`src/pkg/blsr_pkg.sv`:
```
// Constants for the block lock and parameter-header read logic of a serial flash.
// Assumes a single system clock much faster than the serial clock.
`default_nettype none
package blsr_pkg;
    // Opcodes
    localparam logic [7:0] OP_WRITE_ENABLE  = 8'h06;
    localparam logic [7:0] OP_SINGLE_LOCK   = 8'h36;
    localparam logic [7:0] OP_SINGLE_UNLOCK = 8'h39;
    localparam logic [7:0] OP_LOCK_STATUS   = 8'h3C;
    localparam logic [7:0] OP_WHOLE_LOCK    = 8'h7E;
    localparam logic [7:0] OP_WHOLE_UNLOCK  = 8'h98;
    localparam logic [7:0] OP_PARAM_READ    = 8'h5A;

    // Frame shape, in whole bytes including the opcode, and the last bit index within a byte
    localparam logic [2:0] BYTES_OPCODE_ONLY = 3'd1;
    localparam logic [2:0] BYTES_WITH_ADDR   = 3'd4;
    localparam logic [2:0] BYTES_WITH_DUMMY  = 3'd5;
    localparam logic [2:0] BIT_LAST          = 3'd7;

    // Lock map: one bit per 64 KiB block of a 1 MiB array
    localparam int         NUM_BLOCKS = 16;
    localparam int         BLK_LSB    = 16;
    localparam int         BLK_MSB    = 19;
    localparam logic [15:0] LOCK_RESET = 16'h0000;

    // Parameter header area
    localparam logic [23:0] HDR_LAST     = 24'h00_0017;
    localparam logic [7:0]  HDR_FILL     = 8'hFF;
    localparam logic [7:0]  SIG_B0       = 8'h53;
    localparam logic [7:0]  SIG_B1       = 8'h46;
    localparam logic [7:0]  SIG_B2       = 8'h44;
    localparam logic [7:0]  SIG_B3       = 8'h50;
    localparam logic [7:0]  REV_MINOR    = 8'h00;
    localparam logic [7:0]  REV_MAJOR    = 8'h01;
    localparam logic [7:0]  HDR_COUNT    = 8'h01;
    localparam logic [7:0]  HDR0_ID      = 8'h00;
    localparam logic [7:0]  HDR0_LEN     = 8'h09;
    localparam logic [7:0]  HDR0_PTR     = 8'h30;
    localparam logic [7:0]  HDR1_LEN     = 8'h04;
    localparam logic [7:0]  HDR1_PTR     = 8'h60;
    localparam logic [7:0]  PTR_UPPER    = 8'h00;
endpackage
`default_nettype wire

```
`src/rtl/blsr_param_rom.sv`:
```
// Parameter header table: signature, revision, header count and two headers.
// Purely combinational; the caller registers the byte before it leaves the block.
`timescale 1ns/100ps
`default_nettype none
module blsr_param_rom #(
    parameter logic [7:0] VENDOR_ID = 8'h5A  // Arbitrary value
)(
    input  wire logic [23:0] addr,
    output logic      [7:0]  data
);
    always_comb
    begin
        data = blsr_pkg::HDR_FILL;
        if (addr <= blsr_pkg::HDR_LAST)
        begin
            case (addr[4:0])
                5'h00:   data = blsr_pkg::SIG_B0;
                5'h01:   data = blsr_pkg::SIG_B1;
                5'h02:   data = blsr_pkg::SIG_B2;
                5'h03:   data = blsr_pkg::SIG_B3;
                5'h04:   data = blsr_pkg::REV_MINOR;
                5'h05:   data = blsr_pkg::REV_MAJOR;
                5'h06:   data = blsr_pkg::HDR_COUNT;
                5'h08:   data = blsr_pkg::HDR0_ID;
                5'h09:   data = blsr_pkg::REV_MINOR;
                5'h0A:   data = blsr_pkg::REV_MAJOR;
                5'h0B:   data = blsr_pkg::HDR0_LEN;
                5'h0C:   data = blsr_pkg::HDR0_PTR;
                5'h0D:   data = blsr_pkg::PTR_UPPER;
                5'h0E:   data = blsr_pkg::PTR_UPPER;
                5'h10:   data = VENDOR_ID;
                5'h11:   data = blsr_pkg::REV_MINOR;
                5'h12:   data = blsr_pkg::REV_MAJOR;
                5'h13:   data = blsr_pkg::HDR1_LEN;
                5'h14:   data = blsr_pkg::HDR1_PTR;
                5'h15:   data = blsr_pkg::PTR_UPPER;
                5'h16:   data = blsr_pkg::PTR_UPPER;
                default: data = blsr_pkg::HDR_FILL;
            endcase
        end
    end
endmodule
`default_nettype wire

```
`src/rtl/blsr_top.sv`:
```
// Serial-flash command slice: per-block write locks and the parameter header read.
// Assumes csN, sclk and serialIn come from pins and that sclk is at most clk/8.
`timescale 1ns/100ps
`default_nettype none
module blsr_top (
    input  wire logic        clk,
    input  wire logic        reset_n,
    input  wire logic        csN,
    input  wire logic        sclk,
    input  wire logic        serialIn,
    input  wire logic        protectModeSelect,
    input  wire logic        progEraseReq,
    input  wire logic [23:0] progEraseAddr,
    output logic             serialOut,
    output logic             serialOutEnN,
    output logic             progEraseGrant,
    output logic             progEraseDenied,
    output logic      [15:0] lockMap
);
    localparam int NB = blsr_pkg::NUM_BLOCKS;

    ////////////////////////////////////////////////////////////////////////////
    // Pin synchronisers; the third stage only feeds edge detection
    logic        csS1_reg, csS2_reg, csS3_reg;
    logic        sclkS1_reg, sclkS2_reg, sclkS3_reg;
    logic        siS1_reg, siS2_reg;

    always_ff @(posedge clk or negedge reset_n)
    begin
        if (!reset_n)
        begin
            {csS1_reg, csS2_reg, csS3_reg}       <= 3'b111;
            {sclkS1_reg, sclkS2_reg, sclkS3_reg} <= 3'b000;
            {siS1_reg, siS2_reg}                 <= 2'b00;
        end
        else
        begin
            {csS1_reg, csS2_reg, csS3_reg}       <= {csN, csS1_reg, csS2_reg};
            {sclkS1_reg, sclkS2_reg, sclkS3_reg} <= {sclk, sclkS1_reg, sclkS2_reg};
            {siS1_reg, siS2_reg}                 <= {serialIn, siS1_reg};
        end
    end

    wire inFrame = ~csS2_reg;
    wire csRise  = csS2_reg & ~csS3_reg;
    wire sRise   = inFrame & sclkS2_reg & ~sclkS3_reg;
    wire sFall   = inFrame & ~sclkS2_reg & sclkS3_reg;

    ////////////////////////////////////////////////////////////////////////////
    // Input shifter and frame counters
    logic [7:0]  rxShift_reg;
    logic [2:0]  bitCnt_reg;
    logic [2:0]  byteCnt_reg;
    logic [7:0]  opcode_reg;
    logic [23:0] addr_reg;
    logic [7:0]  outShift_reg;
    logic [2:0]  outCnt_reg;
    logic        outPhase_reg;
    logic        loadOut_reg;
    logic        weLatch_reg;
    logic        startPending_reg;
    logic [NB-1:0] lockBits_reg;

    wire [7:0] rxByte   = {rxShift_reg[6:0], siS2_reg};
    wire       byteDone = sRise && (bitCnt_reg == blsr_pkg::BIT_LAST);
    wire       modeOn   = protectModeSelect;
    wire       isStatus = (opcode_reg == blsr_pkg::OP_LOCK_STATUS);
    wire       isParam  = (opcode_reg == blsr_pkg::OP_PARAM_READ);

    always_ff @(posedge clk or negedge reset_n)
    begin
        if (!reset_n)
        begin
            rxShift_reg <= 8'h00;
            bitCnt_reg  <= 3'd0;
            byteCnt_reg <= 3'd0;
            opcode_reg  <= 8'h00;
        end
        else if (!inFrame)
        begin
            bitCnt_reg  <= 3'd0;
            byteCnt_reg <= 3'd0;
        end
        else if (sRise)
        begin
            rxShift_reg <= rxByte;
            bitCnt_reg  <= bitCnt_reg + 3'd1;
            if (byteDone && byteCnt_reg == 3'd0)
                opcode_reg <= rxByte;
            if (byteDone && byteCnt_reg != 3'd7)
                byteCnt_reg <= byteCnt_reg + 3'd1;
        end
    end

    ////////////////////////////////////////////////////////////////////////////
    // Command decode at the rising chip select edge
    wire onBoundary   = (bitCnt_reg == 3'd0);
    wire addrFrame    = onBoundary && (byteCnt_reg == blsr_pkg::BYTES_WITH_ADDR);
    wire bareFrame    = onBoundary && (byteCnt_reg == blsr_pkg::BYTES_OPCODE_ONLY);
    wire armed        = csRise && modeOn && weLatch_reg;
    wire singleLock   = armed && addrFrame && (opcode_reg == blsr_pkg::OP_SINGLE_LOCK);
    wire singleUnlock = armed && addrFrame && (opcode_reg == blsr_pkg::OP_SINGLE_UNLOCK);
    wire wholeLock    = armed && bareFrame && (opcode_reg == blsr_pkg::OP_WHOLE_LOCK);
    wire wholeUnlock  = armed && bareFrame && (opcode_reg == blsr_pkg::OP_WHOLE_UNLOCK);
    wire anyLockCmd   = singleLock | singleUnlock | wholeLock | wholeUnlock;
    wire weCmd        = csRise && bareFrame && (opcode_reg == blsr_pkg::OP_WRITE_ENABLE);
    wire [3:0] blkIdx = addr_reg[blsr_pkg::BLK_MSB:blsr_pkg::BLK_LSB];

    // Write enable is consumed by the command it armed, as the host is expected to resend it
    always_ff @(posedge clk or negedge reset_n)
    begin
        if (!reset_n)
            weLatch_reg <= 1'b0;
        else if (weCmd)
            weLatch_reg <= 1'b1;
        else if (anyLockCmd)
            weLatch_reg <= 1'b0;
    end

    ////////////////////////////////////////////////////////////////////////////
    // Lock map; startup state is taken one clock after reset release
    always_ff @(posedge clk or negedge reset_n)
    begin
        if (!reset_n)
            startPending_reg <= 1'b1;
        else
            startPending_reg <= 1'b0;
    end

    genvar gi;
    generate
        for (gi = 0; gi < NB; gi++)
        begin : g_lock
            wire hit = (blkIdx == 4'(gi));
            always_ff @(posedge clk or negedge reset_n)
            begin
                if (!reset_n)
                    lockBits_reg[gi] <= blsr_pkg::LOCK_RESET[gi];
                else if (startPending_reg)
                    lockBits_reg[gi] <= modeOn;
                else if (wholeLock || (singleLock && hit))
                    lockBits_reg[gi] <= 1'b1;
                else if (wholeUnlock || (singleUnlock && hit))
                    lockBits_reg[gi] <= 1'b0;
            end
        end
    endgenerate

    ////////////////////////////////////////////////////////////////////////////
    // Address capture and output shifting
    logic [7:0] romByte;

    blsr_param_rom u_rom (
        .addr (addr_reg),
        .data (romByte)
    );

    wire lastHdrByte = byteDone && ((isStatus && modeOn && byteCnt_reg == blsr_pkg::BYTES_WITH_ADDR - 3'd1) ||
                                    (isParam && byteCnt_reg == blsr_pkg::BYTES_WITH_DUMMY - 3'd1));
    wire reload      = sFall && outPhase_reg && (outCnt_reg == blsr_pkg::BIT_LAST);
    wire [7:0] outData = isStatus ? {7'b000_0000, lockBits_reg[blkIdx]} : romByte;

    always_ff @(posedge clk or negedge reset_n)
    begin
        if (!reset_n)
            addr_reg <= 24'h00_0000;
        else if (byteDone && byteCnt_reg >= 3'd1 && byteCnt_reg <= 3'd3)
            addr_reg <= {addr_reg[15:0], rxByte};
        else if (reload && isParam)
            addr_reg <= addr_reg + 24'h00_0001;
    end

    always_ff @(posedge clk or negedge reset_n)
    begin
        if (!reset_n)
            loadOut_reg <= 1'b0;
        else
            loadOut_reg <= lastHdrByte || reload;
    end

    // Slow serial clock leaves a spare system cycle to fetch the next byte
    always_ff @(posedge clk or negedge reset_n)
    begin
        if (!reset_n)
        begin
            outPhase_reg <= 1'b0;
            outShift_reg <= 8'h00;
            outCnt_reg   <= 3'd0;
        end
        else if (!inFrame)
            outPhase_reg <= 1'b0;
        else if (loadOut_reg)
        begin
            outPhase_reg <= 1'b1;
            outShift_reg <= outData;
            outCnt_reg   <= 3'd0;
        end
        else if (sFall && outPhase_reg)
        begin
            outShift_reg <= {outShift_reg[6:0], 1'b1};
            outCnt_reg   <= outCnt_reg + 3'd1;
        end
    end

    always_ff @(posedge clk or negedge reset_n)
    begin
        if (!reset_n)
        begin
            serialOut    <= 1'b0;
            serialOutEnN <= 1'b1;
        end
        else
        begin
            if (sFall && outPhase_reg)
                serialOut <= outShift_reg[7];
            serialOutEnN <= ~(outPhase_reg && inFrame);
        end
    end

    ////////////////////////////////////////////////////////////////////////////
    // Program and erase gate; of the reads only the lock status read consults the lock map, parameter reads never do
    wire reqLocked = modeOn && lockBits_reg[progEraseAddr[blsr_pkg::BLK_MSB:blsr_pkg::BLK_LSB]];

    always_ff @(posedge clk or negedge reset_n)
    begin
        if (!reset_n)
        begin
            progEraseGrant  <= 1'b0;
            progEraseDenied <= 1'b0;
            lockMap         <= blsr_pkg::LOCK_RESET;
        end
        else
        begin
            progEraseGrant  <= progEraseReq && !reqLocked;
            progEraseDenied <= progEraseReq && reqLocked;
            lockMap         <= lockBits_reg;
        end
    end
endmodule
`default_nettype wire

```
`config.mk`:
```
export PLATFORM = sky130hd
export DESIGN_NAME = blsr_top
export DESIGN_NICKNAME = d
export VERILOG_FILES = /design/src/pkg/blsr_pkg.sv /design/src/rtl/blsr_param_rom.sv /design/src/rtl/blsr_top.sv
export SDC_FILE = /design/constraint.sdc
export NUM_CORES = 1
export LEC_CHECK = 0
export BUFFER_PORTS_ARGS = -buffer_cell sky130_fd_sc_hd__buf_2
export CAP_MARGIN = 15
export CORE_ASPECT_RATIO = 2
export CORE_MARGIN = 1.5
export CORE_UTILIZATION = 38
export DETAILED_ROUTE_END_ITERATION = 12
export GPL_TIMING_DRIVEN = 0
export SYNTH_ARGS = -nofsm -noshare
export SYNTH_HDL_FRONTEND = slang
export SYNTH_SLANG_ARGS = --single-unit
```
`constraint.sdc`:
```
create_clock -name clk -period 5.4 [get_ports clk]
set_clock_uncertainty 0.2 [all_clocks]
set_input_delay 0.54 -clock clk [delete_from_list [all_inputs] [get_ports clk]]
set_output_delay 0.54 -clock clk [all_outputs]
set_load 0.02 [all_outputs]
```
==> key figures, run 1 <==
Logic synthesis
  – Async set-or-reset flop fraction in the synthesized netlist: 1.000
  – Area share of the largest cell type after synthesis: 0.4468
  – Ys Warns: 0
  – Number of flops mapped to enable cells by yosys: 0
  – Top cells by area, synth: dfrtp_1 45%, nand2_1 4.1%, mux2_2 3.7%
  – Primary FF master, synth: dfrtp_1
  – Seq/Total Area, Yosys: 0.4704
  – Post-Syn Area: approximately 5500 µm²
  – Mapped Cells: roughly 550
  – Synth Register Bits: 104
  – Post-synth cell types: 70
  – Cell taking the most area after synthesis: dfrtp_1
  – Syn Nets: 596
  – Average cell area after synthesis: about 10 µm²
  – Most common cell in the netlist: dfrtp_1
  – Synth cell count leaders: 99 x dfrtp_1, 60 x nand2_1, 34 x nor2_1, 31 x a21oi_1, 24 x o21ai_0

Hold path
  – Hold/Removal Path Class: input port to async pin

Floorplanning
  – Initial core utilization: 0.3885
  – Die area: about 15000 µm²
  – Top Ports: approximately 50
  – Core Box Area: ~14000 µm²
  – Die Wd: roughly 90 µm
  – Die height: 173.8 µm
  – Std-Cell Rows: slightly above 60

Global routing
  – Vias in the first global route: between 4000 and 5000
  – Grt total ovfl: 0
  – Initial antenna violation count: 0
  – Largest net degree at the start of global routing: 54
  – GRT Overall Usage: 0.2003
  – First-pass GRT wire length: 23.61 mm

Routing
  – Post-route DRC: 0
  – Via count: about 4600
  – Via-to-Cell Ratio: a little under 6
  – Initial DRC count: between 300 and 400
  – Post-route antenna net violation count: 0
  – Final WL: 14.81 mm
  – Drt pass-1 iters: 5
  – Routed wire per std cell: between 15 and 20 µm

CTS
  – TritonCTS buffer count: 9
  – Hold buffer count at CTS: 0
  – CTS tree: yes
  – Worst-path clk slew: ~0.080 ns
  – Postcts setup bufs: 0
  – CTS HTree Levels: 3
  – Clk_lat worst skew: between 0.3 and 0.4 ns
  – Cts repair resizes: 0
  – Max Buffers Root-to-Sink: 2
  – Clock root buffer: clkbuf_16
  – Sinks on Clock Net: about 100

Layout
  – Ant. Diodes: 0
  – Layout cells sized above 1: 0.1779
  – Max FFs per register: 24
  – Fill count: between 1000 and 1500
  – Final std cells w/o fill: around 790
  – Fin nets: between 600 and 700
  – Layout area overhead: 13.67%

Placement
  – Port Buffers: 30
  – HPWL Detailed: 11.05 mm
  – Gpl congestion: roughly 0.96
  – DP Cell Count: 772

Worst setup path
  – Nature of the critical path endpoint: flip-flop
  – Crit start category: flip-flop
  – Worst Setup Path Type: flip-flop to flip-flop
  – Crit path DAT: around 2.7 ns
  – Largest fanout on the critical path: 8
  – CP Data Required Time: ~5.4 ns

Timing
  – Slew Viols, Final: 0
  – Fin crit period: roughly 2.6 ns
  – Final hold violations: 0
  – RSZ-0062 raised after global routing: false
  – Setup violators final: 0
  – Max Freq: between 300 and 400 MHz
  – Slew headroom: 0.5469
  – Final Cycle Share: 0.4899
  – Worst-Margin Slew: about 0.67 ns
  – Final setup TNS: 0 ns

Run
  – Max Cap Violations: 0

Power and ir drop
  – Pwr/cell area: ~270 nW/µm²
  – Worst VDD drop: 0.1526 mV
  – Pleak: 2.737 nW

Status
  – Status: finished clean
metrics by stage:
step                      instance area [µm²]  utilization  hold slack [ns]  setup WS, ns  total power [mW]
after floorplan                          5545            -          0.04441         3.301            0.9547
after global placement                   5936       0.4158           0.1372         2.484             1.015
after detailed placement                 5966       0.4180           0.1355         2.834             1.022
after CTS                                6304       0.4416          0.02980         2.799             1.735
after global routing                     6304       0.4416          0.05880         2.588             1.780
final                                    6304       0.4416         0.007004         2.755             1.721
layout make-up:
class                           instances  area [µm²]  share of cell area
Buffer                                 38       170.2             0.02699
Clock buffer                            9       225.2             0.03573
Clock inverter                          7       112.6             0.01786
Inverter                               17       63.81             0.01012
Multi-Input combinational cell        390        2703              0.4287
Sequential cell                       104        2609              0.4139
Tap cell                              192       240.2             0.03811
Timing Repair Buffer                   31       180.2             0.02858
power breakdown:
group	total (mW)	switching (mW)	internal, mW	leakage (nW)
registers	0.875	0.0447	0.830	1.29
clock network	0.717	0.338	0.379	0.162
logic	0.129	0.0677	0.0610	1.28
path summary, 6_finish.rpt:
path                              from           end  slack, ns  cells after the start
min reg2reg                 sclkS1_reg    sclkS2_reg       0.15                      0
min                            reset_n   lockMap[13]      0.007                      1
max in group asynchronous      reset_n  addr_reg[23]       4.28                      2
min in group clk                   csN      csS1_reg       0.07                      1
max                        addr_reg[1]  addr_reg[18]       2.75                      7
max reg2reg                addr_reg[1]  addr_reg[18]       2.75                      7
cell families after synthesis:
family,count (synthesis),synth area share
other,1,0.0006762
flip-flops,104,0.4704
AND/OR/NAND/NOR,208,0.2060
buffers and inverters,55,0.04219
adder cells (fa/ha/maj),16,0.03610
AO/OA/AOI/OAI,129,0.1588
XOR/XNOR,6,0.009476
multiplexers,30,0.07626
routing by layer:
metal	track usage	vias to the layer above	wire, µm
met1	0.1939	2279	5229
met4	0.1074	0	689
met2	0.3871	148	8450
li1	-	2108	-
met3	0.02571	50	439
met5	0	-	0
worst max-delay path: stages (launching register included):
cell and delay, ns:
dfrtp_1 0.47, ha_1 0.24, buf_2 0.21, nand4_1 0.24, nor4_1 0.67, a21oi_1 0.15
o21ai_0 0.20, o311ai_1 0.13
placed cells by master (no fill, tap or decap), types with 6 or more instances in the layout:
cell type	instances
o31a_1	16
nand2_1	60
a21oi_1	31
buf_1	6
nor4_1	9
inv_1	17
nand3_1	14
a221o_1	7
nor3_1	23
clkbuf_16	9
mux4_2	8
dfrtp_1	99
nand4_1	13
o21ai_0	24
ha_1	16
buf_2	42
a31oi_1	6
clkbuf_1	17
nand2b_1	10
mux2_2	18
nor2_1	34
o211ai_1	6
Power figures use the tool's default switching activity.
==> run 2: changes to the inputs <==
Clock period 5.4 ns to 2.2 ns, I/O delays scaled along.
==> run 2 against run 1 <==
Compared with the run above: the run now ends with setup timing left; setup slack got worse by 2.8 ns; via count up 3.7%; die area did not move; critical path depth grew 1; maximum frequency grew 18%; register-to-register slack got worse by 2.8 ns; worst hold slack improved by 0.020 ns; combinational power grew to 2.6 times the previous value; utilization rose by 4.7 points; sequential share of layout area shrank 3.9 points.
==> key figures, run 2 (synthesized netlist as in run 1, its figures left out) <==
Hold path
  – Hold/Removal Path Class: input port to flip-flop (was input port to async pin)

Floorplanning
  – Die Wd: 88.42 µm (unchanged)
  – Core Box Area: 14270 µm² (unchanged)
  – Top Ports: 51 (unchanged)
  – Initial core utilization: 0.3885 (unchanged)
  – Die height: 173.8 µm (unchanged)
  – Std-Cell Rows: 62 (unchanged)
  – Die area: 15370 µm² (unchanged)

Timing
  – Fin crit period: 2.249 ns (was 2.645 ns)
  – Final hold violations: 0 (unchanged)
  – Final WS setup: -0.04851 ns (was 2.755 ns)
  – Final setup TNS: -0.05436 ns (was 0 ns)
  – Slew Viols, Final: 0 (unchanged)
  – RSZ-0062 raised after global routing: true (was false)
  – Setup violators final: 2 (was 0)
  – Max Freq: 444.7 MHz (was 378.0 MHz)
  – Final Cycle Share: 1.022 (was 0.4899)
  – Slew headroom: 0.5478 (was 0.5469)
  – Worst Hold Slack: 0.02722 ns (was 0.007004 ns)
  – Worst-Margin Slew: 0.6783 ns (was 0.6734 ns)

Global routing
  – Initial antenna violation count: 0 (unchanged)
  – GRT Overall Usage: 0.2061 (was 0.2003)
  – First-pass GRT wire length: 24.35 mm (was 23.61 mm)
  – Grt total ovfl: 0 (unchanged)
  – Largest net degree at the start of global routing: 54 (unchanged)
  – Vias in the first global route: 4876 (was 4718)

Worst setup path
  – Nature of the critical path endpoint: flip-flop (unchanged)
  – Worst Setup Path Type: flip-flop to flip-flop (unchanged)
  – Crit path DAT: 2.29 ns (was 2.66 ns)
  – Largest fanout on the critical path: 6 (was 8)
  – Crit start category: flip-flop (unchanged)
  – CP Data Required Time: 2.24 ns (was 5.41 ns)

Routing
  – Routed wire per std cell: 18.82 µm (was 18.79 µm)
  – Via count: 4754 (was 4585)
  – Via-to-Cell Ratio: 5.755 (was 5.819)
  – Drt pass-1 iters: 5 (unchanged)
  – Post-route antenna net violation count: 0 (unchanged)
  – Post-route DRC: 0 (unchanged)
  – Initial DRC count: 346 (was 308)
  – Final WL: 15.55 mm (was 14.81 mm)

Layout
  – Most frequent cells in the layout: 94 x dfrtp_1, 58 x nand2_1, 39 x buf_2, 32 x nor2_1, 28 x a21oi_1 (was 99 x dfrtp_1, 60 x nand2_1, 42 x buf_2, 34 x nor2_1, 31 x a21oi_1)
  – Fill count: 1357 (was 1434)
  – Ant. Diodes: 0 (unchanged)
  – Layout cells sized above 1: 0.3076 (was 0.1779)
  – Fin nets: 676 (was 638)
  – Fin util: 0.4883 (was 0.4416)
  – Leading cell type in the layout, fill and taps excluded: dfrtp_1 (unchanged)
  – Max FFs per register: 24 (unchanged)
  – Layout area overhead: 25.68% (was 13.67%)

Power and ir drop
  – Pleak: 3.054 nW (was 2.737 nW)
  – Worst VDD drop: 0.3849 mV (was 0.1526 mV)
  – Pwr/cell area: 608.6 nW/µm² (was 273.0 nW/µm²)
  – Total power: 4.241 mW (was 1.721 mW)

CTS
  – TritonCTS buffer count: 9 (unchanged)
  – Max Buffers Root-to-Sink: 2 (unchanged)
  – Clk_lat worst skew: 0.36 ns (about the same)
  – Worst-path clk slew: 0.08 ns (about the same)
  – CTS HTree Levels: 3 (unchanged)
  – Sinks on Clock Net: 104 (unchanged)
  – CTS tree: yes (unchanged)
  – Clock root buffer: clkbuf_16 (unchanged)

Status
  – Status: complete, but fails checks (was finished clean)
  – Failing checks: setup timing

Placement
  – HPWL Detailed: 11.05 mm (unchanged)
  – Port Buffers: 30 (unchanged)
  – Gpl congestion: 0.9550 (unchanged)

Run
  – Max Cap Violations: 0 (unchanged)
==> run 2: cell count changes in the layout (fill, tap and decap cells not counted), moves of 5 or more <==
cell | before | now
buf_4 | 2 | 25
dfrtp_1 | 99 | 94
clkbuf_4 | 0 | 5
dfrtp_2 | 0 | 5
buf_6 | 1 | 11
clkbuf_1 | 17 | 9
ha_1 | 16 | 11
dlygate4sd3_1 | 0 | 5
o21ai_0 | 24 | 10
o21ai_2 | 0 | 10
==> run 2: worst max-delay path: stages (launching register included) <==
cell and delay [ns]:
dfrtp_2 0.44, buf_6 0.13, ha_4 0.15, or4_4 0.41
o2111a_2 0.22, nor2_4 0.19, buf_6 0.17, o21ai_2 0.05
o211ai_1 0.17
==> run 2: what timing repair did <==
action                                  in CTS  in global routing
gates resized for setup                     39                 75
cloned                                       2                  1
hold buffers                                 5                  0
pin swaps                                   10                 40
setup buffers                               13                 17
endpoints found under the hold margin       51                  0
endpoints found under the setup margin      45                 47
==> run 2: final cells by class <==
type / instances / area (µm²) / share of cell area
inverter: 17 / 63.81 / 0.009156
clock buffer: 9 / 225.2 / 0.03232
clock inverter: 7 / 112.6 / 0.01616
tap: 192 / 240.2 / 0.03447
buffer: 38 / 232.7 / 0.03339
multi-input combinational: 390 / 2948 / 0.4230
timing repair buffer: 69 / 531.8 / 0.07630
sequential: 104 / 2615 / 0.3752
==> run 2: report_power, final <==
part	total, mW	leakage, nW	internal [mW]	switching [mW]
registers	2.15	1.28	2.04	0.110
clock network	1.76	0.162	0.931	0.831
logic	0.331	1.61	0.160	0.171
total	4.24	3.05	3.13	1.11
==> run 2: per-stage QoR <==
stage | area (µm²) | std cells | setup WS, ns
2_1_floorplan | 5545 | 549 | 0.1011
3_3_place_gp | 5936 | 771 | -0.3956
3_5_place_dp | 5966 | 772 | -0.3662
4_1_cts | 6611 | 808 | -0.006223
5_1_grt | 6969 | 826 | -0.06714
6_report | 6969 | 826 | -0.04851
==> run 2: per-layer routing <==
layer | GRT usage | share of wire | vias to the layer above
li1 | - | - | 2191
met1 | 0.2010 | 0.35 | 2339
met2 | 0.3966 | 0.57 | 165
met3 | 0.02667 | 0.036 | 59
met4 | 0.1107 | 0.052 | 0
met5 | 0 | 0 | -
==> run 2: worst paths after layout <==
kind,startpoint,slack (ns),depth (start not counted),to
max in group asynchronous,reset_n,0.85,3,addr_reg[0]
hold reg to reg,sclkS1_reg,0.15,0,sclkS2_reg
hold / removal,progEraseAddr[19],0.03,4,progEraseGrant
setup / recovery,byteCnt_reg[0],-0.05,8,addr_reg[17]
min in group asynchronous,reset_n,0.23,2,lockMap[13]
setup reg to reg,byteCnt_reg[0],-0.05,8,addr_reg[17]
